==> src/tcsa_pkg.sv <==
// tcsa_pkg: constants and types for the line card status and alarm lamp logic.
// assumes a single 20 MHz clock domain; all other files reference names as tcsa_pkg::name.
package tcsa_pkg;

    // clock and lamp timing
    localparam int unsigned CLK_HZ          = 20_000_000;
    localparam int unsigned SELFTEST_MIN_MS = 2000;
    localparam int unsigned SELFTEST_MAX_MS = 5000;
    localparam int unsigned BLINK_HALF_MS   = 250;
    localparam int unsigned BLINK_COUNT     = 3;
    localparam int unsigned SELFTEST_MIN_CYC = (CLK_HZ / 1000) * SELFTEST_MIN_MS;
    localparam int unsigned SELFTEST_MAX_CYC = (CLK_HZ / 1000) * SELFTEST_MAX_MS;
    localparam int unsigned BLINK_HALF_CYC   = (CLK_HZ / 1000) * BLINK_HALF_MS;

    // reset values
    localparam logic RST_AUTO_RELEASE = 1'b1;
    localparam logic RST_SLOT_EN      = 1'b0;

    // status lamp sequencer, gray along the normal path
    typedef enum logic [2:0] {
        TCSA_ST_TEST  = 3'b000,
        TCSA_ST_BLINK = 3'b001,
        TCSA_ST_READY = 3'b011,
        TCSA_ST_ACTV  = 3'b010,
        TCSA_ST_FAIL  = 3'b110
    } tcsa_state_t;

endpackage

==> src/tcsa_tick_if.sv <==
// tcsa_tick_if: timer request and done strobe between the sequencer and its timer.
// assumes both ends share mclk.
`timescale 1ns/1ps
interface tcsa_tick_if;
    logic        start;
    logic [31:0] load;
    logic        done;
    modport ctl (output start, output load, input done);
    modport tmr (input start, input load, output done);
endinterface

==> src/tcsa_alarm.sv <==
// tcsa_alarm: local alarm lamp latch with automatic or manual release.
// assumes red alarm and clear inputs are synchronous to mclk.
`timescale 1ns/1ps
module tcsa_alarm (
    // clock and reset
    input  wire logic mclk,
    input  wire logic nrst,
    // control
    input  wire logic red_alarm,
    input  wire logic auto_release,
    input  wire logic alarm_clear,
    // lamp
    output logic      lamp_q
);
    // a new red alarm wins over a clear in the same cycle
    always_ff @(posedge mclk or negedge nrst) begin
        if (!nrst) begin
            lamp_q <= 1'b0;
        end else if (red_alarm) begin
            lamp_q <= 1'b1;
        end else if (auto_release || alarm_clear) begin
            lamp_q <= 1'b0;
        end
    end
endmodule

==> src/tcsa_timer.sv <==
// tcsa_timer: one-shot down counter; start loads a cycle count, done pulses at expiry.
// assumes load is at least one; restart while running reloads.
`timescale 1ns/1ps
module tcsa_timer (
    // clock and reset
    input  wire logic mclk,
    input  wire logic nrst,
    // request side
    tcsa_tick_if.tmr  tk
);
    logic [31:0] cnt_q;
    logic        run_q;

    // count down; done raised on the cycle the count reaches one
    always_ff @(posedge mclk or negedge nrst) begin
        if (!nrst) begin
            cnt_q <= 32'h0000_0000;
            run_q <= 1'b0;
        end else if (tk.start) begin
            cnt_q <= tk.load;
            run_q <= 1'b1;
        end else if (run_q) begin
            cnt_q <= cnt_q - 32'h0000_0001;
            if (cnt_q == 32'h0000_0001) begin
                run_q <= 1'b0;
            end
        end
    end

    assign tk.done = run_q && (cnt_q == 32'h0000_0001);
endmodule

==> src/tcsa_top.sv <==
// tcsa_top: faceplate lamp control for a two-slot T1 line card.
// assumes all inputs synchronous to mclk; slot enables come from the system controller.
`timescale 1ns/1ps
module tcsa_top #(
    parameter int unsigned SELFTEST_CYC = tcsa_pkg::SELFTEST_MIN_CYC,
    parameter int unsigned BLINK_CYC    = tcsa_pkg::BLINK_HALF_CYC,
    parameter int unsigned BLINKS       = tcsa_pkg::BLINK_COUNT
) (
    // clock and reset
    input  wire logic mclk,
    input  wire logic nrst,
    // self-test and configuration
    input  wire logic selftest_done,
    input  wire logic selftest_pass,
    input  wire logic configured,
    // slot control from the system controller
    input  wire logic slot_main_en,
    input  wire logic slot_main_dis,
    input  wire logic slot_dtr_en,
    input  wire logic slot_dtr_dis,
    // link alarms
    input  wire logic red_alarm,
    input  wire logic yellow_rx,
    // operator console
    input  wire logic auto_release_set,
    input  wire logic auto_release_clr,
    input  wire logic alarm_clear,
    input  wire logic console_test,
    input  wire logic console_alarm_off,
    // lamps, link request and slot states
    output logic      status_lamp_q,
    output logic      local_alarm_lamp_q,
    output logic      far_end_alarm_lamp_q,
    output logic      test_active_lamp_q,
    output logic      yellow_tx_q,
    output logic      slot_main_q,
    output logic      slot_dtr_q
);
    // the blink counter is four bits wide, so eight flashes would fit; the check allows at most seven
    if (SELFTEST_CYC < 1 || BLINK_CYC < 1 || BLINKS < 1 || BLINKS > 7) begin : g_bad_param
        $error("tcsa_top: timing parameters out of range");
    end

    tcsa_pkg::tcsa_state_t st_q;
    logic                  auto_rel_q;
    logic [3:0]            blink_cnt_q;
    logic                  test_min_q;
    logic                  enabled;
    logic                  any_en_d;

    tcsa_tick_if tk ();

    tcsa_timer u_timer (
        .mclk (mclk),
        .nrst (nrst),
        .tk   (tk)
    );

    // slot enables; disable wins only when no enable arrives with it
    always_ff @(posedge mclk or negedge nrst) begin
        if (!nrst) begin
            slot_main_q <= tcsa_pkg::RST_SLOT_EN;
            slot_dtr_q  <= tcsa_pkg::RST_SLOT_EN;
        end else begin
            if (slot_main_en) begin
                slot_main_q <= 1'b1;
            end else if (slot_main_dis) begin
                slot_main_q <= 1'b0;
            end
            if (slot_dtr_en) begin
                slot_dtr_q <= 1'b1;
            end else if (slot_dtr_dis) begin
                slot_dtr_q <= 1'b0;
            end
        end
    end

    // card counts as enabled when either slot is and configured is set; both slots dropping or configured falling disables it
    assign any_en_d = (slot_main_en || (slot_main_q && !slot_main_dis))
                   || (slot_dtr_en || (slot_dtr_q && !slot_dtr_dis));
    assign enabled  = any_en_d && configured;

    // automatic release setting, on by default
    always_ff @(posedge mclk or negedge nrst) begin
        if (!nrst) begin
            auto_rel_q <= tcsa_pkg::RST_AUTO_RELEASE;
        end else if (auto_release_set) begin
            auto_rel_q <= 1'b1;
        end else if (auto_release_clr) begin
            auto_rel_q <= 1'b0;
        end
    end

    // timer requests: self-test window at reset release, half periods while blinking
    logic started_q;
    always_ff @(posedge mclk or negedge nrst) begin
        if (!nrst) begin
            started_q <= 1'b0;
        end else begin
            started_q <= 1'b1;
        end
    end
    // the timer is idle once the self-test ends, so leaving it starts the first flash
    assign tk.start = !started_q
                   || (st_q == tcsa_pkg::TCSA_ST_TEST && selftest_done
                       && (test_min_q || tk.done))
                   || (st_q == tcsa_pkg::TCSA_ST_BLINK && tk.done);
    assign tk.load  = started_q ? 32'(BLINK_CYC) : 32'(SELFTEST_CYC);

    // self-test minimum lamp time; a shorter self-test still shows the full window
    always_ff @(posedge mclk or negedge nrst) begin
        if (!nrst) begin
            test_min_q <= 1'b0;
        end else if (st_q == tcsa_pkg::TCSA_ST_TEST && tk.done) begin
            test_min_q <= 1'b1;
        end
    end

    // status lamp sequencer
    always_ff @(posedge mclk or negedge nrst) begin
        if (!nrst) begin
            st_q        <= tcsa_pkg::TCSA_ST_TEST;
            blink_cnt_q <= 4'h0;
        end else begin
            unique case (st_q)
                tcsa_pkg::TCSA_ST_TEST: begin
                    if (selftest_done && (test_min_q || tk.done)) begin
                        if (selftest_pass) begin
                            st_q <= tcsa_pkg::TCSA_ST_BLINK;
                        end else begin
                            st_q <= tcsa_pkg::TCSA_ST_FAIL;
                        end
                        blink_cnt_q <= 4'h0;
                    end
                end
                tcsa_pkg::TCSA_ST_BLINK: begin
                    if (tk.done) begin
                        blink_cnt_q <= blink_cnt_q + 4'h1;
                        if (blink_cnt_q == 4'(2 * BLINKS - 1)) begin
                            st_q <= tcsa_pkg::TCSA_ST_READY;
                        end
                    end
                end
                tcsa_pkg::TCSA_ST_READY: begin
                    if (enabled) begin
                        st_q <= tcsa_pkg::TCSA_ST_ACTV;
                    end
                end
                tcsa_pkg::TCSA_ST_ACTV: begin
                    if (!any_en_d || !configured) begin
                        st_q <= tcsa_pkg::TCSA_ST_READY;
                    end
                end
                tcsa_pkg::TCSA_ST_FAIL: begin
                    st_q <= tcsa_pkg::TCSA_ST_FAIL;
                end
                default: begin
                    st_q <= tcsa_pkg::TCSA_ST_FAIL;
                end
            endcase
        end
    end

    // lamp drive; even blink counts are the off halves of a flash
    always_ff @(posedge mclk or negedge nrst) begin
        if (!nrst) begin
            status_lamp_q <= 1'b1;
        end else begin
            unique case (st_q)
                tcsa_pkg::TCSA_ST_BLINK: status_lamp_q <= blink_cnt_q[0];
                tcsa_pkg::TCSA_ST_ACTV:  status_lamp_q <= 1'b0;
                default:                 status_lamp_q <= 1'b1;
            endcase
        end
    end

    // local alarm lamp with its latch
    tcsa_alarm u_alarm (
        .mclk         (mclk),
        .nrst         (nrst),
        .red_alarm    (red_alarm),
        .auto_release (auto_rel_q),
        .alarm_clear  (alarm_clear),
        .lamp_q       (local_alarm_lamp_q)
    );

    // yellow toward the far end follows the live red alarm, not the lamp latch
    always_ff @(posedge mclk or negedge nrst) begin
        if (!nrst) begin
            yellow_tx_q          <= 1'b0;
            far_end_alarm_lamp_q <= 1'b0;
            test_active_lamp_q   <= 1'b0;
        end else begin
            yellow_tx_q          <= red_alarm;
            far_end_alarm_lamp_q <= yellow_rx;
            test_active_lamp_q   <= console_test || console_alarm_off;
        end
    end

    // helper for the flash timing: cycles the lamp has held its present level
    logic        lamp_prev_q;
    logic [31:0] hold_cnt_q;
    always_ff @(posedge mclk or negedge nrst) begin
        if (!nrst) begin
            lamp_prev_q <= 1'b1;
            hold_cnt_q  <= 32'h0000_0000;
        end else begin
            lamp_prev_q <= status_lamp_q;
            if (status_lamp_q != lamp_prev_q) begin
                hold_cnt_q <= 32'h0000_0000;
            end else begin
                hold_cnt_q <= hold_cnt_q + 32'h0000_0001;
            end
        end
    end
endmodule

==> config.mk <==
export PLATFORM = sky130hd
export DESIGN_NAME = tcsa_top
export DESIGN_NICKNAME = d
export VERILOG_FILES = /design/src/tcsa_pkg.sv /design/src/tcsa_tick_if.sv /design/src/tcsa_alarm.sv /design/src/tcsa_timer.sv /design/src/tcsa_top.sv
export SDC_FILE = /design/constraint.sdc
export NUM_CORES = 1
export LEC_CHECK = 0
export BUFFER_PORTS_ARGS = -buffer_cell sky130_fd_sc_hd__buf_2
export CORE_MARGIN = 4
export CORE_UTILIZATION = 30
export CTS_BUF_LIST = sky130_fd_sc_hd__clkbuf_8
export DETAILED_ROUTE_END_ITERATION = 8
export GPL_TIMING_DRIVEN = 0
export PLACE_DENSITY = 0.53
export SLEW_MARGIN = 20
export SYNTH_ARGS = -nofsm -noshare
export SYNTH_HDL_FRONTEND = slang
export SYNTH_SLANG_ARGS = --single-unit
==> constraint.sdc <==
create_clock -name mclk -period 3.75 [get_ports mclk]
set_clock_uncertainty 0.1 [all_clocks]
set_input_delay 0.375 -clock mclk [delete_from_list [all_inputs] [get_ports mclk]]
set_output_delay 0.375 -clock mclk [all_outputs]
set_load 0.005 [all_outputs]
==> flow_summary.json, run 1 <==
{
  "cts_hold_buf": 0,
  "grt_max_degree": 51,
  "yosys-top-cells-count": "dfrtp_1, nor2_1, xnor2_1, nand2_1, nor3_1",
  "drt_wl_total_mm": 4.79,
  "critPathLaunchType": "flip-flop",
  "die_w_um": 98.6,
  "post-route-drc-count": 0,
  "ys_seq_area_share_pct": 50.9,
  "tns_ps": 0,
  "ant_nets": 0,
  "cp.arrival_ps": 2580,
  "netlist_instances": 238,
  "p_total_mw": 1.06,
  "post-route-period-util_pct": 66.4,
  "drive_above_1_share_pct": 17.5,
  "final_core_util_pct": 35.6,
  "yosysWarningCount": 0,
  "synth_edf_count": 0,
  "clk_path_buf_depth": 2,
  "final.setup.worst_slack_ps": 1260,
  "core_sq_um": 7850,
  "clk_latency_ps": 300,
  "path_class": "reg2reg",
  "grt_first_pass_wirelength_mm": 8.38,
  "pre_cts_ws_ps": 1200,
  "hold_viol": 11,
  "grtUsageTotal_pct": 10.4,
  "cts.sinks": 50,
  "fin_hold_ws_ps": -26.7,
  "antenna_found_initial": 0,
  "boundaryPins": 23,
  "cts_tree": "yes",
  "n_antenna_cell": 0,
  "syn-cell-area_sq_um": 2460,
  "finalWeightedCongestion": 0.725,
  "worstSetupStartpoint": "u_timer.cnt_q[22]$_DFFE_PN0P_",
  "endpoint": "u_timer.cnt_q[3]$_DFFE_PN0P_",
  "cts_root_buf": "clkbuf_8",
  "r2r-end": "u_timer.cnt_q[3]$_DFFE_PN0P_",
  "worst_slew_pin_slew_ps": 692,
  "nNetsFinal": 287,
  "cap_violations": 0,
  "wire_per_inst_um": 12.9,
  "largest_reg_flops": 32,
  "rsz0062_at_grt": "no",
  "ir_worst_vdd_uv": 131,
  "syn-num-nets": 258,
  "synth_top_area_share_pct": 48.7,
  "rows": 32,
  "dr.pass1.iters": 4,
  "yosys-top-cells-area": "dfrtp_1, xnor2_1, nor2_1",
  "pwr_density_cell_nw_per_um2": 380,
  "overflow": 0,
  "cp_max_fo": 10,
  "hold_class": "in2async",
  "slew_headroom_pct": 53.5,
  "regMostFlops": "u_timer.cnt_q",
  "reg2regPathDepth": 6,
  "min_period_ps": 2490,
  "required_ps": 3840,
  "post_cts_buffers": 0,
  "async_flop_share_pct": 100,
  "synth.avg_cell_area_sq_um": 10.4,
  "r2r-start": "u_timer.cnt_q[22]$_DFFE_PN0P_",
  "drv_slew": 0,
  "synth_flop_cell": "dfrtp_1",
  "cts_inserted_buffers": 5,
  "fp.dieArea_sq_um": 9730,
  "die_h_um": 98.6,
  "cts_resized": 0,
  "portBuffers": 22,
  "power.leakage_nw": 1.13,
  "setup_viol": 0,
  "status": "finished, violations left",
  "routed_via_density": 4.72,
  "dr.first_iter.drc_count": 61,
  "synth.most_common_cell": "dfrtp_1",
  "synth.distinct_cells": 46,
  "clk_pin_slew_ps": 90,
  "htreeDepth": 2,
  "route.vias.total": 1748,
  "synth_seq_cells": 50,
  "grt_pass1_vias": 1734,
  "syn2layout_area_growth_pct": 13.5,
  "fillers": 836,
  "violations": "negative hold slack",
  "start_util_pct": 31.4,
  "fmax_mhz": 402,
  "ff2ff_setup_slack_ps": 1260,
  "cp-end-kind": "flip-flop",
  "dp_hpwl_mm": 3.38,
  "yosysTopAreaCell": "dfrtp_1",
  "reg_top3": "u_timer.cnt_q x32, blink_cnt_q x4, st_q x3"
}
## power by group
group          switching [mW]  leakage (nW)  total (mW)  internal (mW)
clock                   0.173        0.0524       0.319          0.146
sequential             0.0313         0.589       0.602          0.570
combinational          0.0805         0.488       0.143         0.0620
total                   0.285          1.13        1.06          0.779
## cell type report
| cell class | count | area (sq um) | share of cell area (%) |
|---|---|---|---|
| Clock buffer | 6 | 82.6 | 2.95 |
| Multi-Input combinational cell | 174 | 1150 | 41.0 |
| Timing Repair Buffer | 22 | 113 | 4.03 |
| Sequential cell | 50 | 1250 | 44.8 |
| Clock inverter | 2 | 8.76 | 0.313 |
| Tap cell | 102 | 128 | 4.56 |
| Buffer | 6 | 33.8 | 1.21 |
| Inverter | 8 | 30.0 | 1.07 |
## metal layers
metal	vias up	wire (um)	track usage, %	share of wire (%)
li1	885	-	-	-
met1	828	2350	14.4	49
met2	31	2200	16.2	46
met3	4	201	2.76	4.2
met4	0	39	3.15	0.81
met5	-	0	0	0
## cell families after synthesis
| logic type | synth area share (%) |
|---|---|
| flip-flops | 50.9 |
| adder cells (fa/ha/maj) | 2.03 |
| buffers and inverters | 2.59 |
| AND/OR/NAND/NOR | 24.5 |
| multiplexers | 0.406 |
| XOR/XNOR | 10.7 |
| other | 0.152 |
| AO/OA/AOI/OAI | 8.83 |
## metrics by stage
stage	area [sq um]	instances
detailed placement	2710	362
global placement	2700	362
floorplan	2460	238
finish	2800	370
CTS	2800	370
global route	2800	370
## how the worst min path moves through the flow
stage | startpoint | endpoint | slack, ps | cells after the start
floorplan | nrst | blink_cnt_q[0]$_DFFE_PN0P_ | -20 | 0
global placement | u_alarm.lamp_q$_DFFE_PN0P_ | u_alarm.lamp_q$_DFFE_PN0P_ | 360 | 1
detailed placement | nrst | st_q[1]$_DFFE_PN0P_ | 360 | 1
CTS | nrst | started_q$_DFF_PN0_ | 30 | 1
global route | nrst | u_timer.cnt_q[5]$_DFFE_PN0P_ | 50 | 1
finish | nrst | blink_cnt_q[0]$_DFFE_PN0P_ | -30 | 1
## critical path: stages (launching register included)
cell,delay [ps]
dfrtp_1,410
or4_4,570
or4_4,580
nor3_4,250
a21bo_2,230
buf_4,180
nor2_1,60
## placed cells by master, fill, tap and decap left out, types with 7 or more instances in the layout
cell type / instances
dfrtp_1: 48
xor2_1: 7
buf_2: 21
nor3_1: 11
nand2_1: 11
inv_1: 9
xnor2_1: 23
nor2_1: 30
o21ai_0: 9
nor4_1: 10
Power figures use the tool's default switching activity.
==> run 2: changes to the inputs <==
clock period = 2.52 ns   (was 3.75 ns; I/O delays follow)
==> run 2 against run 1 <==
The flow now finishes without violations. Critical path type unchanged. Flip-flop and latch count is the same. Global-route usage grew 0.059 points. Fmax rose by 1.6%. Critical path depth is the same. Final cell count up 3.0%. Die area did not move. Via count grew 3.4%. Register-to-register slack lost 1200 ps. Combinational power grew 62%. Core utilization up 2.2 points. Count of clock-buffer cells in the layout did not move. Power is 51% higher.
==> flow_summary.json, run 2 (same netlist as run 1, synthesis figures left out) <==
{
  "status": "finished clean",
  "syn2layout_area_growth_pct": 20.4,
  "drv_slew": 0,
  "htreeDepth": 2,
  "grt_max_degree": 51,
  "dr.pass1.iters": 5,
  "cp-end-kind": "flip-flop",
  "p_sw_share_pct": 27.1,
  "ff2ff_setup_slack_ps": 70,
  "reg_top3": "u_timer.cnt_q x32, blink_cnt_q x4, st_q x3",
  "min_period_ps": 2450,
  "final_cell_mix": "dfrtp_1, nor2_1, xnor2_1, buf_2",
  "clk_pin_slew_ps": 90,
  "die_h_um": 98.6,
  "slew_headroom_pct": 56.4,
  "seq_power_share_pct": 56.1,
  "post-route-period-util_pct": 97.2,
  "grt_pass1_vias": 1741,
  "p_comb_share_pct": 14.3,
  "core_sq_um": 7850,
  "cts.sinks": 50,
  "pwr-share-clk_pct": 29.6,
  "cap_violations": 0,
  "dp_hpwl_mm": 3.38,
  "tns_ps": 0,
  "fillers": 828,
  "die_w_um": 98.6,
  "slowest_delay_ps": 570,
  "dr.first_iter.drc_count": 68,
  "regMostFlops": "u_timer.cnt_q",
  "power.leakage_nw": 1.20,
  "routed_via_density": 4.74,
  "fmax_mhz": 408,
  "cp_max_fo": 10,
  "cts_root_buf": "clkbuf_8",
  "start_util_pct": 31.4,
  "overflow": 0,
  "antenna_found_initial": 0,
  "post-route-drc-count": 0,
  "cts_inserted_buffers": 5,
  "n_antenna_cell": 0,
  "cp_cell_sequence": "or4_4, or4_4, nor3_4, a21bo_4, buf_6, nor2_1",
  "rows": 32,
  "p_int_mw": 1.17,
  "cp.arrival_ps": 2540,
  "rsz0062_at_grt": "yes",
  "setup_viol": 0,
  "critPathLaunchType": "flip-flop",
  "clk_path_buf_depth": 2,
  "fp.dieArea_sq_um": 9730,
  "hold_viol": 0,
  "hold_class": "in2reg",
  "p_sw_mw": 0.437,
  "portBuffers": 22,
  "ir_worst_vdd_uv": 195,
  "final_common_cell": "dfrtp_1",
  "worst_slew_pin_slew_ps": 654,
  "grtUsageTotal_pct": 10.5,
  "nNetsFinal": 298,
  "p_total_mw": 1.61,
  "largest_reg_flops": 32,
  "drt_wl_total_mm": 4.97,
  "route.vias.total": 1807,
  "crit_top_cell": "or4_4",
  "cts_tree": "yes",
  "finalWeightedCongestion": 0.725,
  "clk_latency_ps": 300,
  "ant_nets": 0,
  "pwr_density_cell_nw_per_um2": 543,
  "path_class": "reg2reg",
  "grt_first_pass_wirelength_mm": 8.42,
  "required_ps": 2610,
  "boundaryPins": 23,
  "drive_above_1_share_pct": 21.5,
  "cpMaxStageDelayCell": "or4_4",
  "wire_per_inst_um": 13.0
}
-- run 2: cell types whose count changed in the layout (fill, tap and decap cells not counted), moves of 2 or more --
cell	change
nor4_4	+2
nor4_1	-2
dlygate4sd3_1	+3
buf_4	+6
-- run 2: power groups by stage --
| stage | combinational [mW] | clock [mW] | sequential [mW] |
|---|---|---|---|
| 2_1_floorplan | 0.147 | 0 | 0.902 |
| 3_3_place_gp | 0.213 | 0 | 0.909 |
| 3_5_place_dp | 0.216 | 0 | 0.911 |
| 4_1_cts | 0.221 | 0.504 | 0.896 |
| 5_1_grt | 0.261 | 0.539 | 0.911 |
| 6_report | 0.231 | 0.476 | 0.903 |
-- run 2: stage by stage --
step	hold WS [ps]	instance area, sq um	setup WS (ps)	utilization (%)	std cells
floorplan	-144	2460	218	-	238
global placement	263	2700	-9.31	34.4	362
detailed placement	237	2710	-32.4	34.5	362
CTS	12.2	2830	14.7	36.0	373
global route	8.29	2970	-23.3	37.8	381
finish	21.6	2970	70.3	37.8	381
-- run 2: final cells by class --
class                   count  area [sq um]  area share (%)
clock inverters             2          8.76           0.295
plain buffers               6          42.5            1.43
multi-input cells         174          1200            40.5
well taps                 102           128            4.30
inverters                   8          30.0            1.01
flip-flops and latches     50          1250            42.2
clock buffers               6          82.6            2.78
repair buffers             33           220            7.42
-- run 2: worst paths after layout --
check	startpoint	end	depth (start not counted)
min in group asynchronous	nrst	blink_cnt_q[1]$_DFFE_PN0P_	2
worst min register to register	u_alarm.lamp_q$_DFFE_PN0P_	u_alarm.lamp_q$_DFFE_PN0P_	1
worst min-delay path	auto_release_set	auto_rel_q$_DFFE_PN1P_	2
worst max-delay path	u_timer.cnt_q[22]$_DFFE_PN0P_	u_timer.cnt_q[3]$_DFFE_PN0P_	6
worst max register to register	u_timer.cnt_q[22]$_DFFE_PN0P_	u_timer.cnt_q[3]$_DFFE_PN0P_	6
max in group asynchronous	nrst	u_timer.cnt_q[7]$_DFFE_PN0P_	2
-- run 2: layer usage --
layer / share of wire [%] / global-route usage, % / vias up / wire length [um]
met2: 47 / 16.4 / 27 / 2310
li1: - / - / 913 / -
met5: 0 / 0 / - / 0
met4: 1.0 / 3.15 / 0 / 50
met3: 3.8 / 2.69 / 4 / 189
met1: 49 / 14.4 / 863 / 2420
-- run 2: timing repair --
action | in CTS | in global routing
buffers inserted | 0 | 7
gates cloned | 0 | 1
pin swaps | 1 | 5
gates resized for setup | 0 | 12
endpoints found under the setup margin | 2 | 34
hold endpoints to repair | 50 | 0
hold buffers | 3 | 0
-- run 2: critical path: cells and delay by family (launching register included) --
family	cells	cell delay, ps
compound gates	1	230
buf+inv	1	150
flops	1	400
simple gates	4	1460
